--- src/hptt_pkg.sv ---
// hptt_pkg: constants and carrier types for the host-port tail tag and
// rapid spanning tree gating block.
// assumes a 32-bit APB register bus and a byte-wide MII-family uplink stream.
package hptt_pkg;

	// register byte offsets
	localparam logic [7:0] OFF_GLOBAL = 8'h00;
	localparam logic [7:0] OFF_PORT1 = 8'h04;
	localparam logic [7:0] OFF_PORT2 = 8'h08;
	localparam logic [7:0] OFF_PORT3 = 8'h0C;
	localparam logic [7:0] OFF_STATUS = 8'h10;

	// field positions
	localparam int GLB_TAIL_EN_BIT = 1;
	localparam int PC_TX_EN_BIT = 0;
	localparam int PC_RX_EN_BIT = 1;
	localparam int PC_LEARN_DIS_BIT = 2;
	localparam int PC_FLUSH_STA_BIT = 4;
	localparam int PC_FLUSH_DYN_BIT = 5;
	localparam int ST_FIELD_W = 3;

	// reset values: tail tag off, every port discarding
	localparam logic RST_TAIL_EN = 1'b0;
	localparam logic RST_TX_EN = 1'b0;
	localparam logic RST_RX_EN = 1'b0;
	localparam logic RST_LEARN_DIS = 1'b1;

	// frame check sequence
	localparam logic [31:0] CRC_POLY = 32'hEDB88320;
	localparam logic [31:0] CRC_INIT = 32'hFFFFFFFF;
	localparam int FCS_BYTES = 4;
	localparam int IG_DEPTH = FCS_BYTES + 1;
	localparam int EG_DEPTH = FCS_BYTES;

	// tail byte codes, host to switch
	localparam logic [3:0] TT_DST_P1 = 4'h1;
	localparam logic [3:0] TT_DST_P2 = 4'h2;
	localparam logic [3:0] TT_DST_P3 = 4'h4;
	localparam logic [3:0] TT_DST_ALL = 4'hF;

	// tail byte codes, switch to host
	localparam logic [1:0] TT_SRC_P1 = 2'h0;
	localparam logic [1:0] TT_SRC_P2 = 2'h1;
	localparam logic [1:0] TT_SRC_P3 = 2'h2;
	localparam logic [1:0] TT_SRC_RSVD = 2'h3;

	typedef enum logic [2:0] {
		ST_DISCARD = 3'b001,
		ST_LEARN = 3'b010,
		ST_FORWARD = 3'b100
	} hptt_state_t;

	typedef struct packed {
		logic [7:0] data;
		logic last;
	} hptt_beat_t;

	typedef struct packed {
		logic tx_en;
		logic rx_en;
		logic learn_dis;
	} hptt_port_ctl_t;

	typedef struct packed {
		logic [2:0] dest;
		logic [1:0] queue;
		logic force_dst;
		logic lookup;
		logic rsvd;
	} hptt_ig_meta_t;

endpackage

--- src/hptt_top.sv ---
// hptt_top: spanning tree port gating and tail tag strip/insert on the
// uplink_gigabit_media_if host port, with an APB register slave.
// assumes byte streams that carry their frame check sequence and are at
// least six bytes long; the switch side stream toward the host obeys ready.
// Functional notes
// (RULE1) each port in one of three states
// (RULE2) discarding: no topology role, no learning
// (RULE3) learning: learn addresses, forward no user traffic
// (RULE4) forwarding: forward and learn
// (RULE5) tx0 rx0 learndis1 selects discarding, learning off
// (RULE6) override matches still reach host when discarding
// (RULE7) host sends nothing to discarding ports
// (RULE8) both flush bits with learning off flush tables
// (RULE9) tx0 rx0 learndis0 selects learning, host-only traffic
// (RULE10) tx1 rx1 learndis0 selects forwarding
// (RULE11) host programs override static entries
// (RULE12) host may address ports by tail tag
// (RULE13) one tail byte, host uplink only
// (RULE14) tail handling only while enable bit set
// (RULE15) low nibble alone picks destination
// (RULE16) low nibble destination decode
// (RULE17) upper nibble 00xx picks egress queue
// (RULE18) upper nibble 01xx forces delivery
// (RULE19) top bit set: normal address lookup
// (RULE20) ingress port encoded in bits one and zero
// (RULE21) tail byte before FCS, FCS recomputed
//
// Decided for this implementation: register access over APB and the address map.
`timescale 1ns/1ps

module hptt_top (
	input wire logic mclk_i,
	input wire logic nrst_i,
	input wire logic psel_i,
	input wire logic penable_i,
	input wire logic pwrite_i,
	input wire logic [7:0] paddr_i,
	input wire logic [31:0] pwdata_i,
	output logic [31:0] prdata_o,
	output logic pready_o,
	output logic pslverr_o,
	input wire logic hrx_valid_i,
	input wire hptt_pkg::hptt_beat_t hrx_beat_i,
	output logic swi_valid_o,
	output hptt_pkg::hptt_beat_t swi_beat_o,
	output logic ig_meta_valid_o,
	output hptt_pkg::hptt_ig_meta_t ig_meta_o,
	input wire logic swe_valid_i,
	input wire hptt_pkg::hptt_beat_t swe_beat_i,
	input wire logic [2:0] swe_src_i,
	output logic swe_ready_o,
	output logic htx_valid_o,
	output hptt_pkg::hptt_beat_t htx_beat_o,
	output logic [2:0] learn_en_o,
	output logic [2:0] fwd_en_o,
	output logic [2:0] host_only_o,
	output logic [2:0] flush_o
);

	function automatic logic [31:0] crc_byte(input logic [31:0] c, input logic [7:0] d);
		logic [31:0] r;
		r = c;
		for (int i = 0; i < 8; i++)
		begin
			r = (r[0] ^ d[i]) ? ((r >> 1) ^ hptt_pkg::CRC_POLY) : (r >> 1);
		end
		return r;
	endfunction

	logic tail_en_q;
	hptt_pkg::hptt_port_ctl_t ctl_q [3];
	hptt_pkg::hptt_state_t state_q [3];
	logic wr_acc;
	logic [31:0] status_w;

	// apb: setup cycle latches the answer, access cycle completes
	assign wr_acc = psel_i & penable_i & pready_o & pwrite_i;

	always_comb
	begin
		status_w = 32'h00000000;
		for (int p = 0; p < 3; p++)
		begin
			status_w[p*hptt_pkg::ST_FIELD_W +: hptt_pkg::ST_FIELD_W] = state_q[p];
		end
	end

	// read data, ready and error answer
	always_ff @(posedge mclk_i or negedge nrst_i)
	begin
		if (!nrst_i)
		begin
			prdata_o <= 32'h00000000;
			pready_o <= 1'b0;
			pslverr_o <= 1'b0;
		end
		else
		begin
			pready_o <= psel_i & ~penable_i;
			prdata_o <= 32'h00000000;
			pslverr_o <= 1'b0;
			if (psel_i & ~penable_i)
			begin
				unique case (paddr_i)
					hptt_pkg::OFF_GLOBAL:
						prdata_o[hptt_pkg::GLB_TAIL_EN_BIT] <= tail_en_q;
					hptt_pkg::OFF_PORT1, hptt_pkg::OFF_PORT2, hptt_pkg::OFF_PORT3:
					begin
						prdata_o[hptt_pkg::PC_TX_EN_BIT] <= ctl_q[paddr_i[3:2]-2'd1].tx_en;
						prdata_o[hptt_pkg::PC_RX_EN_BIT] <= ctl_q[paddr_i[3:2]-2'd1].rx_en;
						prdata_o[hptt_pkg::PC_LEARN_DIS_BIT] <=
							ctl_q[paddr_i[3:2]-2'd1].learn_dis;
					end
					hptt_pkg::OFF_STATUS:
						prdata_o <= status_w;
					default:
						pslverr_o <= 1'b1;
				endcase
			end
		end
	end

	// global control
	always_ff @(posedge mclk_i or negedge nrst_i)
	begin
		if (!nrst_i)
			tail_en_q <= hptt_pkg::RST_TAIL_EN;
		else if (wr_acc && paddr_i == hptt_pkg::OFF_GLOBAL)
			tail_en_q <= pwdata_i[hptt_pkg::GLB_TAIL_EN_BIT];
	end

	// per-port control, state decode and flush request
	always_ff @(posedge mclk_i or negedge nrst_i)
	begin
		if (!nrst_i)
		begin
			for (int p = 0; p < 3; p++)
			begin
				ctl_q[p] <= '{hptt_pkg::RST_TX_EN, hptt_pkg::RST_RX_EN,
					hptt_pkg::RST_LEARN_DIS};
				state_q[p] <= hptt_pkg::ST_DISCARD;
			end
			flush_o <= 3'b000;
		end
		else
		begin
			for (int p = 0; p < 3; p++)
			begin
				flush_o[p] <= 1'b0;
				if (wr_acc && paddr_i == 8'((p + 1) * 4))
				begin
					ctl_q[p].tx_en <= pwdata_i[hptt_pkg::PC_TX_EN_BIT];
					ctl_q[p].rx_en <= pwdata_i[hptt_pkg::PC_RX_EN_BIT];
					ctl_q[p].learn_dis <= pwdata_i[hptt_pkg::PC_LEARN_DIS_BIT];
					flush_o[p] <= pwdata_i[hptt_pkg::PC_FLUSH_DYN_BIT] &
						pwdata_i[hptt_pkg::PC_FLUSH_STA_BIT] &
						pwdata_i[hptt_pkg::PC_LEARN_DIS_BIT]; // RULE8
				end
				if (ctl_q[p].learn_dis)
					state_q[p] <= hptt_pkg::ST_DISCARD; // RULE1 RULE5
				else if (ctl_q[p].tx_en & ctl_q[p].rx_en)
					state_q[p] <= hptt_pkg::ST_FORWARD; // RULE10
				else
					state_q[p] <= hptt_pkg::ST_LEARN; // RULE9
			end
		end
	end

	// gating outputs; host-bound override frames are never gated here
	always_ff @(posedge mclk_i or negedge nrst_i)
	begin
		if (!nrst_i)
		begin
			learn_en_o <= 3'b000;
			fwd_en_o <= 3'b000;
			host_only_o <= 3'b000;
		end
		else
		begin
			for (int p = 0; p < 3; p++)
			begin
				unique case (state_q[p])
					hptt_pkg::ST_DISCARD:
					begin
						learn_en_o[p] <= 1'b0; // RULE2 RULE6
						fwd_en_o[p] <= 1'b0;
						host_only_o[p] <= 1'b0;
					end
					hptt_pkg::ST_LEARN:
					begin
						learn_en_o[p] <= 1'b1; // RULE3
						fwd_en_o[p] <= 1'b0;
						host_only_o[p] <= 1'b1;
					end
					hptt_pkg::ST_FORWARD:
					begin
						learn_en_o[p] <= 1'b1; // RULE4
						fwd_en_o[p] <= 1'b1;
						host_only_o[p] <= 1'b0;
					end
				endcase
			end
		end
	end

	// host to switch: hold five bytes so the tail byte and FCS can be cut
	logic [7:0] ig_p_q [hptt_pkg::IG_DEPTH];
	logic [2:0] ig_cnt_q;
	logic [31:0] ig_crc_q;
	logic [7:0] ig_tr_q [hptt_pkg::IG_DEPTH];
	logic [2:0] ig_tr_n_q;
	logic ig_emit;
	logic [31:0] ig_crc_d;
	logic [7:0] tag;
	logic [2:0] dst;
	logic [2:0] live;

	assign ig_emit = hrx_valid_i && ig_cnt_q == 3'(hptt_pkg::IG_DEPTH);
	assign ig_crc_d = crc_byte(ig_crc_q, ig_p_q[4]);
	assign tag = ig_p_q[3];

	always_comb
	begin
		for (int p = 0; p < 3; p++)
		begin
			live[p] = (state_q[p] != hptt_pkg::ST_DISCARD); // RULE7
		end
		unique case (tag[3:0]) // RULE15 RULE16
			hptt_pkg::TT_DST_P1: dst = 3'b001;
			hptt_pkg::TT_DST_P2: dst = 3'b010;
			hptt_pkg::TT_DST_P3: dst = 3'b100;
			hptt_pkg::TT_DST_ALL: dst = 3'b111;
			default: dst = 3'b000;
		endcase
	end

	// input delay line
	always_ff @(posedge mclk_i or negedge nrst_i)
	begin
		if (!nrst_i)
		begin
			ig_cnt_q <= 3'd0;
			for (int i = 0; i < hptt_pkg::IG_DEPTH; i++)
				ig_p_q[i] <= 8'h00;
		end
		else if (hrx_valid_i)
		begin
			ig_p_q[0] <= hrx_beat_i.data;
			for (int i = 1; i < hptt_pkg::IG_DEPTH; i++)
				ig_p_q[i] <= ig_p_q[i-1];
			if (hrx_beat_i.last)
				ig_cnt_q <= 3'd0;
			else if (!ig_emit)
				ig_cnt_q <= ig_cnt_q + 3'd1;
		end
	end

	// output toward switch, FCS regenerated after stripping
	always_ff @(posedge mclk_i or negedge nrst_i)
	begin
		if (!nrst_i)
		begin
			swi_valid_o <= 1'b0;
			swi_beat_o <= '0;
			ig_crc_q <= hptt_pkg::CRC_INIT;
			ig_tr_n_q <= 3'd0;
			for (int i = 0; i < hptt_pkg::IG_DEPTH; i++)
				ig_tr_q[i] <= 8'h00;
		end
		else
		begin
			swi_valid_o <= 1'b0;
			if (ig_emit)
			begin
				swi_valid_o <= 1'b1;
				swi_beat_o <= '{ig_p_q[4], 1'b0};
				ig_crc_q <= ig_crc_d;
				if (hrx_beat_i.last)
				begin
					ig_crc_q <= hptt_pkg::CRC_INIT;
					if (tail_en_q) // RULE14 RULE21
					begin
						for (int i = 0; i < hptt_pkg::FCS_BYTES; i++)
							ig_tr_q[i] <= ~ig_crc_d[i*8 +: 8];
						ig_tr_n_q <= 3'(hptt_pkg::FCS_BYTES);
					end
					else
					begin
						ig_tr_q <= '{ig_p_q[3], ig_p_q[2], ig_p_q[1], ig_p_q[0],
							hrx_beat_i.data};
						ig_tr_n_q <= 3'(hptt_pkg::IG_DEPTH);
					end
				end
			end
			else if (ig_tr_n_q != 3'd0)
			begin
				swi_valid_o <= 1'b1;
				swi_beat_o <= '{ig_tr_q[0], ig_tr_n_q == 3'd1};
				for (int i = 0; i < hptt_pkg::IG_DEPTH - 1; i++)
					ig_tr_q[i] <= ig_tr_q[i+1];
				ig_tr_n_q <= ig_tr_n_q - 3'd1;
			end
		end
	end

	// forwarding override decoded from the stripped tail byte
	always_ff @(posedge mclk_i or negedge nrst_i)
	begin
		if (!nrst_i)
		begin
			ig_meta_valid_o <= 1'b0;
			ig_meta_o <= '0;
		end
		else
		begin
			ig_meta_valid_o <= ig_emit & hrx_beat_i.last;
			if (ig_emit & hrx_beat_i.last)
			begin
				ig_meta_o <= '0;
				if (!tail_en_q || tag[7])
					ig_meta_o.lookup <= 1'b1; // RULE19 RULE13
				else
				begin
					ig_meta_o.dest <= dst & live; // RULE12
					ig_meta_o.rsvd <= (dst == 3'b000);
					ig_meta_o.force_dst <= tag[6]; // RULE18
					ig_meta_o.queue <= tag[6] ? 2'd0 : tag[5:4]; // RULE17
				end
			end
		end
	end

	// switch to host: hold four bytes, replace FCS with tail byte and new FCS
	logic [7:0] eg_p_q [hptt_pkg::EG_DEPTH];
	logic [2:0] eg_cnt_q;
	logic [31:0] eg_crc_q;
	logic [7:0] eg_tr_q [hptt_pkg::IG_DEPTH];
	logic [2:0] eg_tr_n_q;
	logic eg_acc;
	logic eg_emit;
	logic [31:0] eg_crc_a;
	logic [31:0] eg_crc_b;
	logic [7:0] eg_tag;

	assign eg_acc = swe_valid_i & swe_ready_o;
	assign eg_emit = eg_acc && eg_cnt_q == 3'(hptt_pkg::EG_DEPTH);
	assign eg_crc_a = crc_byte(eg_crc_q, eg_p_q[3]);
	assign eg_crc_b = crc_byte(eg_crc_a, eg_tag);

	always_comb
	begin
		unique case (swe_src_i) // RULE20
			3'b001: eg_tag = {6'h00, hptt_pkg::TT_SRC_P1};
			3'b010: eg_tag = {6'h00, hptt_pkg::TT_SRC_P2};
			3'b100: eg_tag = {6'h00, hptt_pkg::TT_SRC_P3};
			default: eg_tag = {6'h00, hptt_pkg::TT_SRC_RSVD};
		endcase
	end

	// egress delay line and back-pressure while the trailer drains
	always_ff @(posedge mclk_i or negedge nrst_i)
	begin
		if (!nrst_i)
		begin
			eg_cnt_q <= 3'd0;
			swe_ready_o <= 1'b1;
			for (int i = 0; i < hptt_pkg::EG_DEPTH; i++)
				eg_p_q[i] <= 8'h00;
		end
		else
		begin
			if (eg_acc)
			begin
				eg_p_q[0] <= swe_beat_i.data;
				for (int i = 1; i < hptt_pkg::EG_DEPTH; i++)
					eg_p_q[i] <= eg_p_q[i-1];
				if (swe_beat_i.last)
					eg_cnt_q <= 3'd0;
				else if (!eg_emit)
					eg_cnt_q <= eg_cnt_q + 3'd1;
			end
			if (eg_emit & swe_beat_i.last)
				swe_ready_o <= 1'b0;
			else if (eg_tr_n_q == 3'd1)
				swe_ready_o <= 1'b1;
		end
	end

	// output toward host
	always_ff @(posedge mclk_i or negedge nrst_i)
	begin
		if (!nrst_i)
		begin
			htx_valid_o <= 1'b0;
			htx_beat_o <= '0;
			eg_crc_q <= hptt_pkg::CRC_INIT;
			eg_tr_n_q <= 3'd0;
			for (int i = 0; i < hptt_pkg::IG_DEPTH; i++)
				eg_tr_q[i] <= 8'h00;
		end
		else
		begin
			htx_valid_o <= 1'b0;
			if (eg_emit)
			begin
				htx_valid_o <= 1'b1;
				htx_beat_o <= '{eg_p_q[3], 1'b0};
				eg_crc_q <= eg_crc_a;
				if (swe_beat_i.last)
				begin
					eg_crc_q <= hptt_pkg::CRC_INIT;
					if (tail_en_q) // RULE14 RULE21 RULE13
					begin
						eg_tr_q <= '{eg_tag, ~eg_crc_b[7:0], ~eg_crc_b[15:8],
							~eg_crc_b[23:16], ~eg_crc_b[31:24]};
						eg_tr_n_q <= 3'(hptt_pkg::IG_DEPTH);
					end
					else
					begin
						eg_tr_q <= '{eg_p_q[2], eg_p_q[1], eg_p_q[0],
							swe_beat_i.data, 8'h00};
						eg_tr_n_q <= 3'(hptt_pkg::FCS_BYTES);
					end
				end
			end
			else if (eg_tr_n_q != 3'd0)
			begin
				htx_valid_o <= 1'b1;
				htx_beat_o <= '{eg_tr_q[0], eg_tr_n_q == 3'd1};
				for (int i = 0; i < hptt_pkg::IG_DEPTH - 1; i++)
					eg_tr_q[i] <= eg_tr_q[i+1];
				eg_tr_n_q <= eg_tr_n_q - 3'd1;
			end
		end
	end

endmodule

--- config.mk ---
export PLATFORM = sky130hd
export DESIGN_NAME = hptt_top
export DESIGN_NICKNAME = d
export VERILOG_FILES = /design/src/hptt_pkg.sv /design/src/hptt_top.sv
export SDC_FILE = /design/constraint.sdc
export NUM_CORES = 1
export LEC_CHECK = 0
export ABC_AREA = 0
export BUFFER_PORTS_ARGS = -buffer_cell sky130_fd_sc_hd__buf_4
export CORE_MARGIN = 2
export CORE_UTILIZATION = 54
export CTS_CLUSTER_DIAMETER = 120
export DETAILED_ROUTE_END_ITERATION = 8
export PLACE_DENSITY = 0.84
export SYNTH_ARGS = -nofsm -noshare
export SYNTH_HDL_FRONTEND = slang
export SYNTH_SLANG_ARGS = --single-unit
--- constraint.sdc ---
create_clock -name mclk_i -period 2.6 [get_ports mclk_i]
set_input_delay 0.39 -clock mclk_i [delete_from_list [all_inputs] [get_ports mclk_i]]
set_output_delay 0.39 -clock mclk_i [all_outputs]
set_load 0.005 [all_outputs]
Yosys cells after proc, flatten, opt, wreduce, memory -nomap -nowiden

Cells that the tools add are included.

Bits in registers: 323
Output and inout port bits: 76
Logic and storage cells: 288

Add/sub/neg operators: 5
Magnitude comparators: 1
Equal/unequal tests: 29
Multiplexer cells: 91
Bitwise operators: 72
Reductions and logical operators: 32

Operators with widths:

| kind                | count |
|---|---|
| $mux 32             | 32 |
| $not 13->14         | 24 |
| $mux 40             | 3 |
| $not 8->8           | 8 |
| $mux 3              | 18 |
| $mux 9              | 4 |
| $pmux 1 s2          | 11 |
| $eq 3x1->1 const B  | 6 |
| $eq 3x3->1 const B  | 6 |
| $reduce_or 2->1     | 9 |
| $xor 1x1->1         | 18 |
| $eq 8x4->1 const B  | 2 |
| $mux 1              | 15 |
| $and 1x1->1         | 12 |
| $eq 3x2->1 const B  | 4 |
| $mux 6              | 2 |
| $pmux 3 s4          | 1 |
| $reduce_and 2->1    | 5 |
| $ne 3x1->1 const B  | 3 |
| $eq 8x3->1 const B  | 1 |
| $eq 8x5->1 const B  | 1 |
| $logic_not 8->1     | 1 |
| $mux 8              | 1 |
| $add 3x1->3 const B | 2 |
| 25 further kinds    | 41 |

Logic depth before layout (Yosys ltp)

Gate-level depths: netlist (run 1).

Depth after elaboration: 36
Mapped depth: 11
Gate-level depth less buffers: 9

Worst setup path after synthesis (run 1)

No wires, ideal clock.

Kind: register -> register
Start: register eg_crc_q[2]
End: register eg_tr_q[10] in the netlist's numbering
Arrival time: 2624 ps
Path slack: -141 ps
Stages on the path, launching flop included: 8
Path buffers: 0
Clock period less this slack: 2741 ps
Cell sequence: dfstp_2 > xor2_4 > xnor2_1 > xor3_2 > xor3_2 > xnor3_1 > a21oi_1 > nor2_1

Longest elaborated chain between the ends: 30

Ends and longest elaborated chain:

| what                            | line            | source |
|---|---|---|
| from (decl)                     | hptt_top.sv:336 | `logic [31:0] eg_crc_q;` |
| from (signal assigned)          | hptt_top.sv:396 | `eg_crc_q <= hptt_pkg::CRC_INIT;` |
| from (signal assigned)          | hptt_top.sv:408 | `eg_crc_q <= eg_crc_a;` |
| from (signal assigned)          | hptt_top.sv:411 | `eg_crc_q <= hptt_pkg::CRC_INIT;` |
| $mux 32 (*) (2 in a row)        | hptt_top.sv:65  | `r = (r[0] ^ d[i]) ? ((r >> 1) ^ hptt_pkg::CRC_POLY) : (r >> 1);` |
| $xor 1x1->1 (*)                 | hptt_top.sv:65  |  |
| $mux 32 (*)                     | hptt_top.sv:65  |  |
| $not 13->14 (no line)           | n/a             |  |
| $mux 32 (*)                     | hptt_top.sv:65  |  |
| $not 13->14 (no line)           | n/a             |  |
| $mux 32 (*) (2 in a row)        | hptt_top.sv:65  |  |
| $not 13->14 (no line)           | n/a             |  |
| [11 not listed]                 | n/a             |  |
| $not 13->14 (no line)           | n/a             |  |
| $mux 32 (*)                     | hptt_top.sv:65  |  |
| $not 13->14 (no line)           | n/a             |  |
| $mux 32 (*) (2 in a row)        | hptt_top.sv:65  |  |
| $not 8->8 (*)                   | hptt_top.sv:415 | `~eg_crc_b[23:16], ~eg_crc_b[31:24]};` |
| $mux 40 (*)                     | hptt_top.sv:412 | `if (tail_en_q)` |
| $mux 40 (*)                     | hptt_top.sv:409 | `if (swe_beat_i.last)` |
| $mux 32 (*)                     | hptt_top.sv:404 | `if (eg_emit)` |
| to (signal assigned)            | hptt_top.sv:414 | `eg_tr_q <= '{eg_tag, ~eg_crc_b[7:0], ~eg_crc_b[15:8],` |
| to (signal assigned)            | hptt_top.sv:420 | `eg_tr_q <= '{eg_p_q[2], eg_p_q[1], eg_p_q[0],` |
| to (signal, indexed assignment) | hptt_top.sv:431 | `eg_tr_q[i] <= eg_tr_q[i+1];` |
| to (decl)                       | hptt_top.sv:337 | `logic [7:0] eg_tr_q [hptt_pkg::IG_DEPTH];` |

Every way passes the cells marked *; elsewhere a longest branch is shown, timed or not. The select of a mux whose other input is x is not followed.
A chain may end at the register's enable or synchronous reset.

Worst setup path after layout (run 1)

Start: register eg_p_q[5] in the netlist's numbering
End: register eg_tr_q[23] in the netlist's numbering

Longest elaborated chain between the ends: 19

Ends and longest elaborated chain:

| what                              | line            | source |
|---|---|---|
| from (decl)                       | hptt_top.sv:334 | `logic [7:0] eg_p_q [hptt_pkg::EG_DEPTH];` |
| from (signal, indexed assignment) | hptt_top.sv:376 | `eg_p_q[i] <= eg_p_q[i-1];` |
| $xor 1x1->1 (*)                   | hptt_top.sv:65  |  |
| $mux 32 (*)                       | hptt_top.sv:65  |  |
| $not 13->14 (no line)             | n/a             |  |
| $mux 32 (*) (3 in a row)          | hptt_top.sv:65  |  |
| $not 13->14 (no line)             | n/a             |  |
| $mux 32 (*) (6 in a row)          | hptt_top.sv:65  |  |
| $xor 1x1->1                       | hptt_top.sv:65  |  |
| $mux 32 (*)                       | hptt_top.sv:65  |  |
| $not 8->8 (*)                     | hptt_top.sv:414 |  |
| $mux 40 (*)                       | hptt_top.sv:412 |  |
| $mux 40 (*)                       | hptt_top.sv:409 |  |
| $mux 32 (*)                       | hptt_top.sv:404 |  |

Marked as above.

==> impl_summary.txt, run 1 <==
----------------------------------------------------
[STA]
  Final critical-path setup slack ... -0.0873 ns
  Clk_skew ... 0.0138 ns
  Setup repair after global routing missed its margin ... true
  Final critical delay including setup and external delays ... around 2.7 ns
  Final number of hold-violating endpoints ... 0
  Achievable clock frequency ... between 0.3 and 0.4 GHz
  Worst Max-Slew Pin Slew ... 0.871 ns
  Final setup viols ... 3
  Worst rel slew slack ... 0.418
  Final worst-path cycle share ... 1.03
  Number of max-slew violations in the final report ... 0

[Detailed routing]
  Number of detailed-route iterations in the first pass ... 5
  Initial detailed-routing violation count ... 1033
  Routed wire length ... 38100 um
  Routed via count ... 10700
  Met3 routed WL ... 3270 um
  Count of antenna-violating nets left after detailed routing ... 0
  Average routed wire per standard cell ... 20.8 um
  Post-route met1 wirelength ... 16200 um
  Uppermost signal routing layer after detailed routing ... met4
  Number of remaining DRC errors ... 0
  DR vias/cell ... 5.86
  Total length of routed met2 wires ... 17700 um

[Place]
  Dpl ws ... -0.0459 ns
  Final HPWL DP ... 25300 um
  Gpl congestion ... 0.876
  Number of input and output port buffers inserted ... 93

[Global route]
  Global-route usage over all layers ... 0.260
  Via count of the first global-routing pass ... 10700
  Remaining global-route overflow ... 0
  Maximum number of pins on one net before global-route repair ... 79
  Wire length of the first global-routing pass ... 59400 um
  Initial antenna violation count ... 1

[Clocking]
  Latest clock arrival within the worst-skew pair ... 0.57 ns
  Clock tree buffer depth ... 3
  CTS tree ... built
  Clk slew on worst S/H paths ... about 0.060 ns
  Number of buffers added by the clock tree synthesis step ... 31
  Root buf cell ... sky130_fd_sc_hd__clkbuf_16
  Number of sinks handled by clock tree synthesis ... 300
  H-tree levels ... 1

[Final layout]
  Area occupied by registers ... 7600 um^2
  Finished Core Util ... 0.662
  Multi-input gate area in the final layout ... 7140 um^2
  Area growth, synth to finish ... 20.0%
  NumNets Final ... 1545
  Layout filler cell count ... approximately 1900
  Share of layout cells above drive strength 1 ... 0.317

[Hold path]
  Hold Crit Start ... hrx_beat_i[0]
  Hold Crit Class ... in -> reg

[Synthesis]
  Asr flop ratio synth ... 1.00
  Mean cell area of the mapped netlist ... 11.4 um^2
  EDFF count, synth ... 0
  Gate count after technology mapping ... 1304
  Proportion of synthesized chip area in sequential cells ... 0.509
  Most instantiated flip-flop cell in the synthesis netlist ... sky130_fd_sc_hd__dfrtp_1
  Ys Warns ... 0
  Count of distinct cell types in the synthesized netlist ... 55
  Cell area after technology mapping ... 14900 um^2
  Seq cells post-synth ... 300

[Critical path]
  Startpoint kind of the worst setup timing path ... register
  WP data arrival ... 3.17 ns
  Cell at the slowest stage of the critical path ... sky130_fd_sc_hd__xor3_1
  Kind of capture point of the worst setup path ... register
  Buffers and inverters on the worst path ... 2
  Reg-to-reg startpoint ... eg_p_q[5]$_DFFE_PN0P_
  Crit path max fanout ... 5
  Critical path's top delay family ... XOR/XNOR gates
  Cell-by-cell listing of the critical path ... buf_4, xnor2_4, xor3_1, buf_4, xnor2_2, xnor2_1, xnor2_1, nand2_1, a21oi_1
  Max incr delay on CP ... 0.56 ns
  Critical path start-end classification ... reg -> reg
  Launching instance or port of the critical path ... eg_p_q[5]$_DFFE_PN0P_
  Worst EP required ... 3.08 ns

[Floorplan]
  Initial standard-cell utilization of the core ... 0.552
  Die footprint ... between 20000 and 30000 um^2
  Cell row count ... 60
  Top-Level Pins ... between 100 and 150
  Die span in y ... approximately 170 um
  Horiz. Die Dim ... 170 um
  Core area ... 27000 um^2

[Outcome]
  Run status ... finished with violations
  Failing checks ... setup timing

[Job]
  Max capacitance violation total ... 0

----------------------------------------------------
timing repair:
action / CTS / global route
hold buffers: 1 / 0
gates resized for setup: 3 / 34
hold endpoints to repair: 49 / 0
setup buffers: 2 / 15
pin swaps: 0 / 18
endpoints found under the setup margin: 6 / 21
sequential cells by signal (all words and copies together), names as in the netlist, 8 cells and up:
register / cells
ctl_q: 9
eg_crc_q: 32
eg_p_q: 32
eg_tr_q: 40
htx_beat_o: 9
ig_crc_q: 32
ig_meta_o: 8
ig_p_q: 32
ig_tr_q: 40
prdata_o: 9
state_q: 9
swi_beat_o: 9
tag: 8
worst reg2reg max path: stages, from the launching register on:
cell and delay, ns:
sky130_fd_sc_hd__dfrtp_2 0.45, sky130_fd_sc_hd__buf_4 0.17, sky130_fd_sc_hd__xnor2_4 0.27, sky130_fd_sc_hd__xor3_1 0.56, sky130_fd_sc_hd__buf_4 0.24, sky130_fd_sc_hd__xnor2_2 0.21
sky130_fd_sc_hd__xnor2_1 0.14, sky130_fd_sc_hd__xnor2_1 0.30, sky130_fd_sc_hd__nand2_1 0.10, sky130_fd_sc_hd__a21oi_1 0.18
metrics by stage:
step	hold WS (ns)	area, um^2	setup TNS [ns]	instances
after detailed placement	0.383	16400	-0.141	1753
final	0.0313	17900	-0.116	1830
after floorplan	0.0944	15000	-0.0557	1326
after CTS	0.00860	17600	-0.0599	1814
after global routing	0.0302	17900	-0.561	1829
after global placement	0.381	16400	-0.0173	1753
Yosys cell counts (3+ instances only):
library cell | number | area (um^2)
sky130_fd_sc_hd__dfrtp_1 | 229 | 5730
sky130_fd_sc_hd__xnor2_1 | 151 | 1320
sky130_fd_sc_hd__nor2_1 | 112 | 420
sky130_fd_sc_hd__mux2_2 | 92 | 1040
sky130_fd_sc_hd__nand2_1 | 90 | 338
sky130_fd_sc_hd__dfstp_2 | 71 | 1870
sky130_fd_sc_hd__a21oi_1 | 68 | 340
sky130_fd_sc_hd__o21ai_0 | 67 | 335
sky130_fd_sc_hd__clkbuf_1 | 57 | 214
sky130_fd_sc_hd__o22a_1 | 45 | 394
sky130_fd_sc_hd__xor2_1 | 45 | 394
sky130_fd_sc_hd__a221oi_1 | 32 | 280
sky130_fd_sc_hd__mux2i_1 | 29 | 290
sky130_fd_sc_hd__buf_4 | 25 | 188
sky130_fd_sc_hd__nor3_1 | 18 | 90.1
sky130_fd_sc_hd__o22ai_1 | 17 | 106
sky130_fd_sc_hd__inv_1 | 16 | 60.1
sky130_fd_sc_hd__ha_1 | 14 | 175
sky130_fd_sc_hd__xnor3_1 | 11 | 248
sky130_fd_sc_hd__buf_1 | 10 | 37.5
sky130_fd_sc_hd__a211oi_1 | 9 | 67.6
sky130_fd_sc_hd__and2_1 | 9 | 56.3
sky130_fd_sc_hd__and3_1 | 8 | 50.1
sky130_fd_sc_hd__xnor2_2 | 8 | 130
sky130_fd_sc_hd__nor3b_1 | 7 | 52.6
sky130_fd_sc_hd__a31oi_1 | 6 | 37.5
sky130_fd_sc_hd__nand3_1 | 6 | 30.0
sky130_fd_sc_hd__nand2b_1 | 5 | 31.3
sky130_fd_sc_hd__nor2b_1 | 5 | 31.3
sky130_fd_sc_hd__a222oi_1 | 4 | 40.0
sky130_fd_sc_hd__xnor2_4 | 4 | 110
sky130_fd_sc_hd__a22oi_1 | 3 | 22.5
layout by cell type, fill, tap and decap left out, types with 6 or more instances in the layout:
cell type	count
sky130_fd_sc_hd__xnor2_2	14
sky130_fd_sc_hd__a211oi_1	9
sky130_fd_sc_hd__nor3b_1	7
sky130_fd_sc_hd__clkinvlp_4	8
sky130_fd_sc_hd__dfstp_2	71
sky130_fd_sc_hd__mux2_2	92
sky130_fd_sc_hd__clkbuf_16	31
sky130_fd_sc_hd__xnor2_1	139
sky130_fd_sc_hd__nand2_1	89
sky130_fd_sc_hd__o22a_1	45
sky130_fd_sc_hd__and3_1	7
sky130_fd_sc_hd__o22ai_1	17
sky130_fd_sc_hd__mux2i_1	29
sky130_fd_sc_hd__and2_1	9
sky130_fd_sc_hd__nor3_1	18
sky130_fd_sc_hd__buf_4	191
sky130_fd_sc_hd__o21ai_0	67
sky130_fd_sc_hd__xor2_1	39
sky130_fd_sc_hd__a21oi_1	66
sky130_fd_sc_hd__conb_1	23
sky130_fd_sc_hd__dfrtp_1	224
sky130_fd_sc_hd__xnor3_2	8
sky130_fd_sc_hd__xnor2_4	10
sky130_fd_sc_hd__ha_1	14
sky130_fd_sc_hd__clkbuf_8	6
sky130_fd_sc_hd__nor2_1	110
sky130_fd_sc_hd__a31oi_1	6
sky130_fd_sc_hd__inv_1	16
sky130_fd_sc_hd__nand3_1	6
sky130_fd_sc_hd__bufinv_16	6
sky130_fd_sc_hd__a221oi_1	32
cells by family after synthesis:
family / after synthesis / synth area share
simple gates: 266 / 0.0764
fa+ha+maj: 14 / 0.0117
other cells: 1 / 0.000251
flops: 300 / 0.509
buf+inv: 109 / 0.0338
compound gates: 265 / 0.117
mux: 121 / 0.0889
xor+xnor: 228 / 0.163
final timing paths:
| path | cells after the start | end | slack (ns) |
|---|---|---|---|
| setup reg to reg | 9 | eg_tr_q[23]$_DFFE_PN0P_ | -0.09 |
| setup / recovery | 9 | eg_tr_q[23]$_DFFE_PN0P_ | -0.09 |
| hold reg to reg | 0 | state_q[3]$_DFF_PN1_ | 0.39 |
| min in group asynchronous | 2 | eg_p_q[0]$_DFFE_PN0P_ | 0.41 |
| hold / removal | 2 | ig_cnt_q[0]$_DFFE_PN0P_ | 0.03 |
| max in group asynchronous | 3 | ig_crc_q[6]$_DFFE_PN1P_ | 1.37 |
per-layer routing:
| layer | up-vias | track usage |
|---|---|---|
| met1 | 5351 | 0.379 |
| li1 | 4812 | - |
| met2 | 479 | 0.405 |
| met4 | 0 | 0.0643 |
| met5 | - | 0 |
| met3 | 76 | 0.0495 |
final cells by class:
| cell class | instances | share of cell area |
|---|---|---|
| diodes | 1 | 0.000140 |
| multi-input cells | 917 | 0.399 |
| clock inverters | 20 | 0.0153 |
| inverters | 16 | 0.00336 |
| clock buffers | 38 | 0.0482 |
| flip-flops and latches | 300 | 0.425 |
| well taps | 341 | 0.0238 |
| repair buffers | 197 | 0.0855 |
Power of run 1 is left out: the tool's default activity adds up to more than one toggle a clock period on the data nets, which glitch-free logic cannot reach.
==> inputs of run 2 (changes only) <==
- BUFFER_PORTS_ARGS: -buffer_cell sky130_fd_sc_hd__buf_4 -> default
- CORE_UTILIZATION: 54 -> 50
- DONT_BUFFER_PORTS: default -> 1
- PLACE_DENSITY: 0.84 -> 0.75
==> run 2 against run 1 <==
  * The run ends with hold timing left
  * Sequential cell count unchanged
  * Via count is 4.7% lower
  * Cell count down 2.5%
  * First-iteration DRC count down 3.1%
  * Design area down 3.9%
  * Critical path depth unchanged
  * Clock skew increased by 0.015 ns
  * Non-clock buffer count down 93
==> impl_summary.txt, run 2 (same netlist as run 1, synthesis figures left out) <==
----------------------------------------------------
[STA]
  Worst rel slew slack ... 0.210 (-0.208)
  Final number of hold-violating endpoints ... 246 (+246)
  Setup TNS ... 0 ns (+0.116 ns)
  Final worst-path cycle share ... 0.982 (-0.0519)
  Achievable clock frequency ... 0.392 GHz (+5.3%)
  Setup repair after global routing missed its margin ... true
  Worst Max-Slew Pin Slew ... 1.18 ns (+0.309 ns)
  Worst hold-check slack ... -0.448 ns (-0.479 ns)
  Final critical delay including setup and external delays ... 2.55 ns (-0.135 ns)
  Clk_skew ... 0.0289 ns (+0.0151 ns)
  Number of max-slew violations in the final report ... 0 (unchanged)
  Final setup viols ... 0 (-3)

[Critical path]
  Crit path max fanout ... 5 (unchanged)
  Worst EP required ... 3.04 ns (-0.04 ns)
  Critical path start-end classification ... reg -> reg
  Startpoint kind of the worst setup timing path ... register
  Max incr delay on CP ... 0.53 ns (-0.03 ns)
  Cell-by-cell listing of the critical path ... xnor3_2, xnor2_2, buf_4, xnor2_1, buf_4, xnor3_2, xnor2_2, a21oi_1, a221o_1
  Kind of capture point of the worst setup path ... register
  Cell at the slowest stage of the critical path ... sky130_fd_sc_hd__dfstp_2
  WP data arrival ... 2.99 ns (-0.18 ns)

[Job]
  Max capacitance violation total ... 0 (unchanged)

[Final layout]
  Finished Core Util ... 0.583 (-0.0791)
  Leading registers by flop count ... eg_tr_q (40), ig_tr_q (40)
  Area growth, synth to finish ... 15.3%
  Share of layout cells above drive strength 1 ... 0.248 (-0.0695)
  Layout filler cell count ... 2399 (+26%)
  Post-route design area ... 17200 um^2 (-3.9%)
  NumNets Final ... 1451 (-6.1%)
  Commonest cells after routing, fill and taps aside ... sky130_fd_sc_hd__dfrtp_1, sky130_fd_sc_hd__xnor2_1, sky130_fd_sc_hd__nor2_1
  Most common cell after layout, fill and taps aside ... sky130_fd_sc_hd__dfrtp_1

[Detailed routing]
  Number of detailed-route iterations in the first pass ... 5 (unchanged)
  Initial detailed-routing violation count ... 1001 (-3.1%)
  DR vias/cell ... 5.72 (-2.3%)
  Routed wire length ... 36400 um (-4.4%)
  Number of remaining DRC errors ... 0 (unchanged)
  Count of antenna-violating nets left after detailed routing ... 0 (unchanged)
  Routed via count ... 10200 (-4.7%)
  Average routed wire per standard cell ... 20.4 um (-2.0%)

[Floorplan]
  Die span in y ... 177 um (+3.8%)
  Die footprint ... 31200 um^2 (+7.8%)
  Initial standard-cell utilization of the core ... 0.506 (-0.0459)
  Horiz. Die Dim ... 177 um (+3.8%)
  Top-Level Pins ... 144 (unchanged)
  Cell row count ... 63 (+5.0%)
  Core area ... 29500 um^2 (+9.1%)

[Global route]
  Via count of the first global-routing pass ... 10300 (-3.3%)
  Initial antenna violation count ... 2 (+1)
  Wire length of the first global-routing pass ... 57800 um (-2.6%)
  Remaining global-route overflow ... 0 (unchanged)
  Global-route usage over all layers ... 0.236 (-0.0240)
  Maximum number of pins on one net before global-route repair ... 301 (+280%)

[Clocking]
  Number of sinks handled by clock tree synthesis ... 300 (unchanged)
  Latest clock arrival within the worst-skew pair ... 0.58 ns (about the same)
  Root buf cell ... sky130_fd_sc_hd__clkbuf_16
  CTS tree ... built
  H-tree levels ... 1 (unchanged)
  Number of buffers added by the clock tree synthesis step ... 30 (-3.2%)
  CTS Hold Bufs ... 24 (+23)
  Clock tree buffer depth ... 3 (unchanged)
  Clk slew on worst S/H paths ... 0.06 ns (about the same)

[Place]
  Cell area after placement ... 15600 um^2 (-4.6%)
  Final HPWL DP ... 24300 um (-4.0%)
  Gpl congestion ... 0.897 (+2.4%)
  Number of input and output port buffers inserted ... 0 (-100%)

[Outcome]
  Failing checks ... hold timing
  Run status ... finished with violations

[Hold path]
  Hold Crit Class ... in -> async

----------------------------------------------------
run 2: worst max-delay path: cells and delay by family, from the launching register on:
kind                   cells  cell delay, ns
AO/OA/AOI/OAI              2            0.36
XOR/XNOR                   5            1.25
buffers and inverters      2            0.31
flip-flops                 1            0.53
run 2: per-layer routing:
metal  track usage  vias up  part of all wire
li1              -     4627                 -
met1         0.349     5148              0.45
met2         0.361      379              0.45
met3        0.0447       56             0.077
met4        0.0575        0             0.020
met5             0        -                 0
run 2: final cells by class:
| type | instances | area, um^2 | area share |
|---|---|---|---|
| inverters | 16 | 60.1 | 0.00349 |
| clock inverters | 12 | 173 | 0.0100 |
| clock buffers | 44 | 863 | 0.0502 |
| flip-flops and latches | 300 | 7600 | 0.442 |
| diodes | 1 | 2.50 | 0.000146 |
| repair buffers | 104 | 888 | 0.0517 |
| well taps | 390 | 488 | 0.0284 |
| multi-input cells | 917 | 7120 | 0.414 |
run 2: path summary, 6_finish.rpt:
path | from | to | slack, ns | depth (start not counted)
max | eg_crc_q[0]$_DFFE_PN1P_ | eg_tr_q[9]$_DFFE_PN0P_ | 0.05 | 9
min | nrst_i | eg_cnt_q[0]$_DFFE_PN0P_ | -0.45 | 0
max reg2reg | eg_crc_q[0]$_DFFE_PN1P_ | eg_tr_q[9]$_DFFE_PN0P_ | 0.05 | 9
min reg2reg | ctl_q[6]$_DFFE_PN1P_ | state_q[6]$_DFF_PN1_ | 0.39 | 0
max in group asynchronous | nrst_i | ig_tr_q[3]$_DFFE_PN0P_ | 2.34 | 0
min in group mclk_i | pwdata_i[4] | flush_o[2]$_DFF_PN0_ | 0.02 | 2
run 2: metrics by stage:
stage                     setup WS (ns)  std cells
after detailed placement        -0.0515       1695
after CTS                       0.00952       1779
final                            0.0476       1784
after global routing            -0.0305       1783
after floorplan                 -0.0557       1326
after global placement         -0.00118       1695
run 2: timing repair:
action                                  in CTS  in global routing
pin swaps                                    4                  8
setup buffers                                4                  4
gates resized for setup                      7                 24
gates cloned                                 0                  0
endpoints found under the hold margin      373                300
endpoints found under the setup margin       8                 22
Power of run 2 is left out for the same reason.
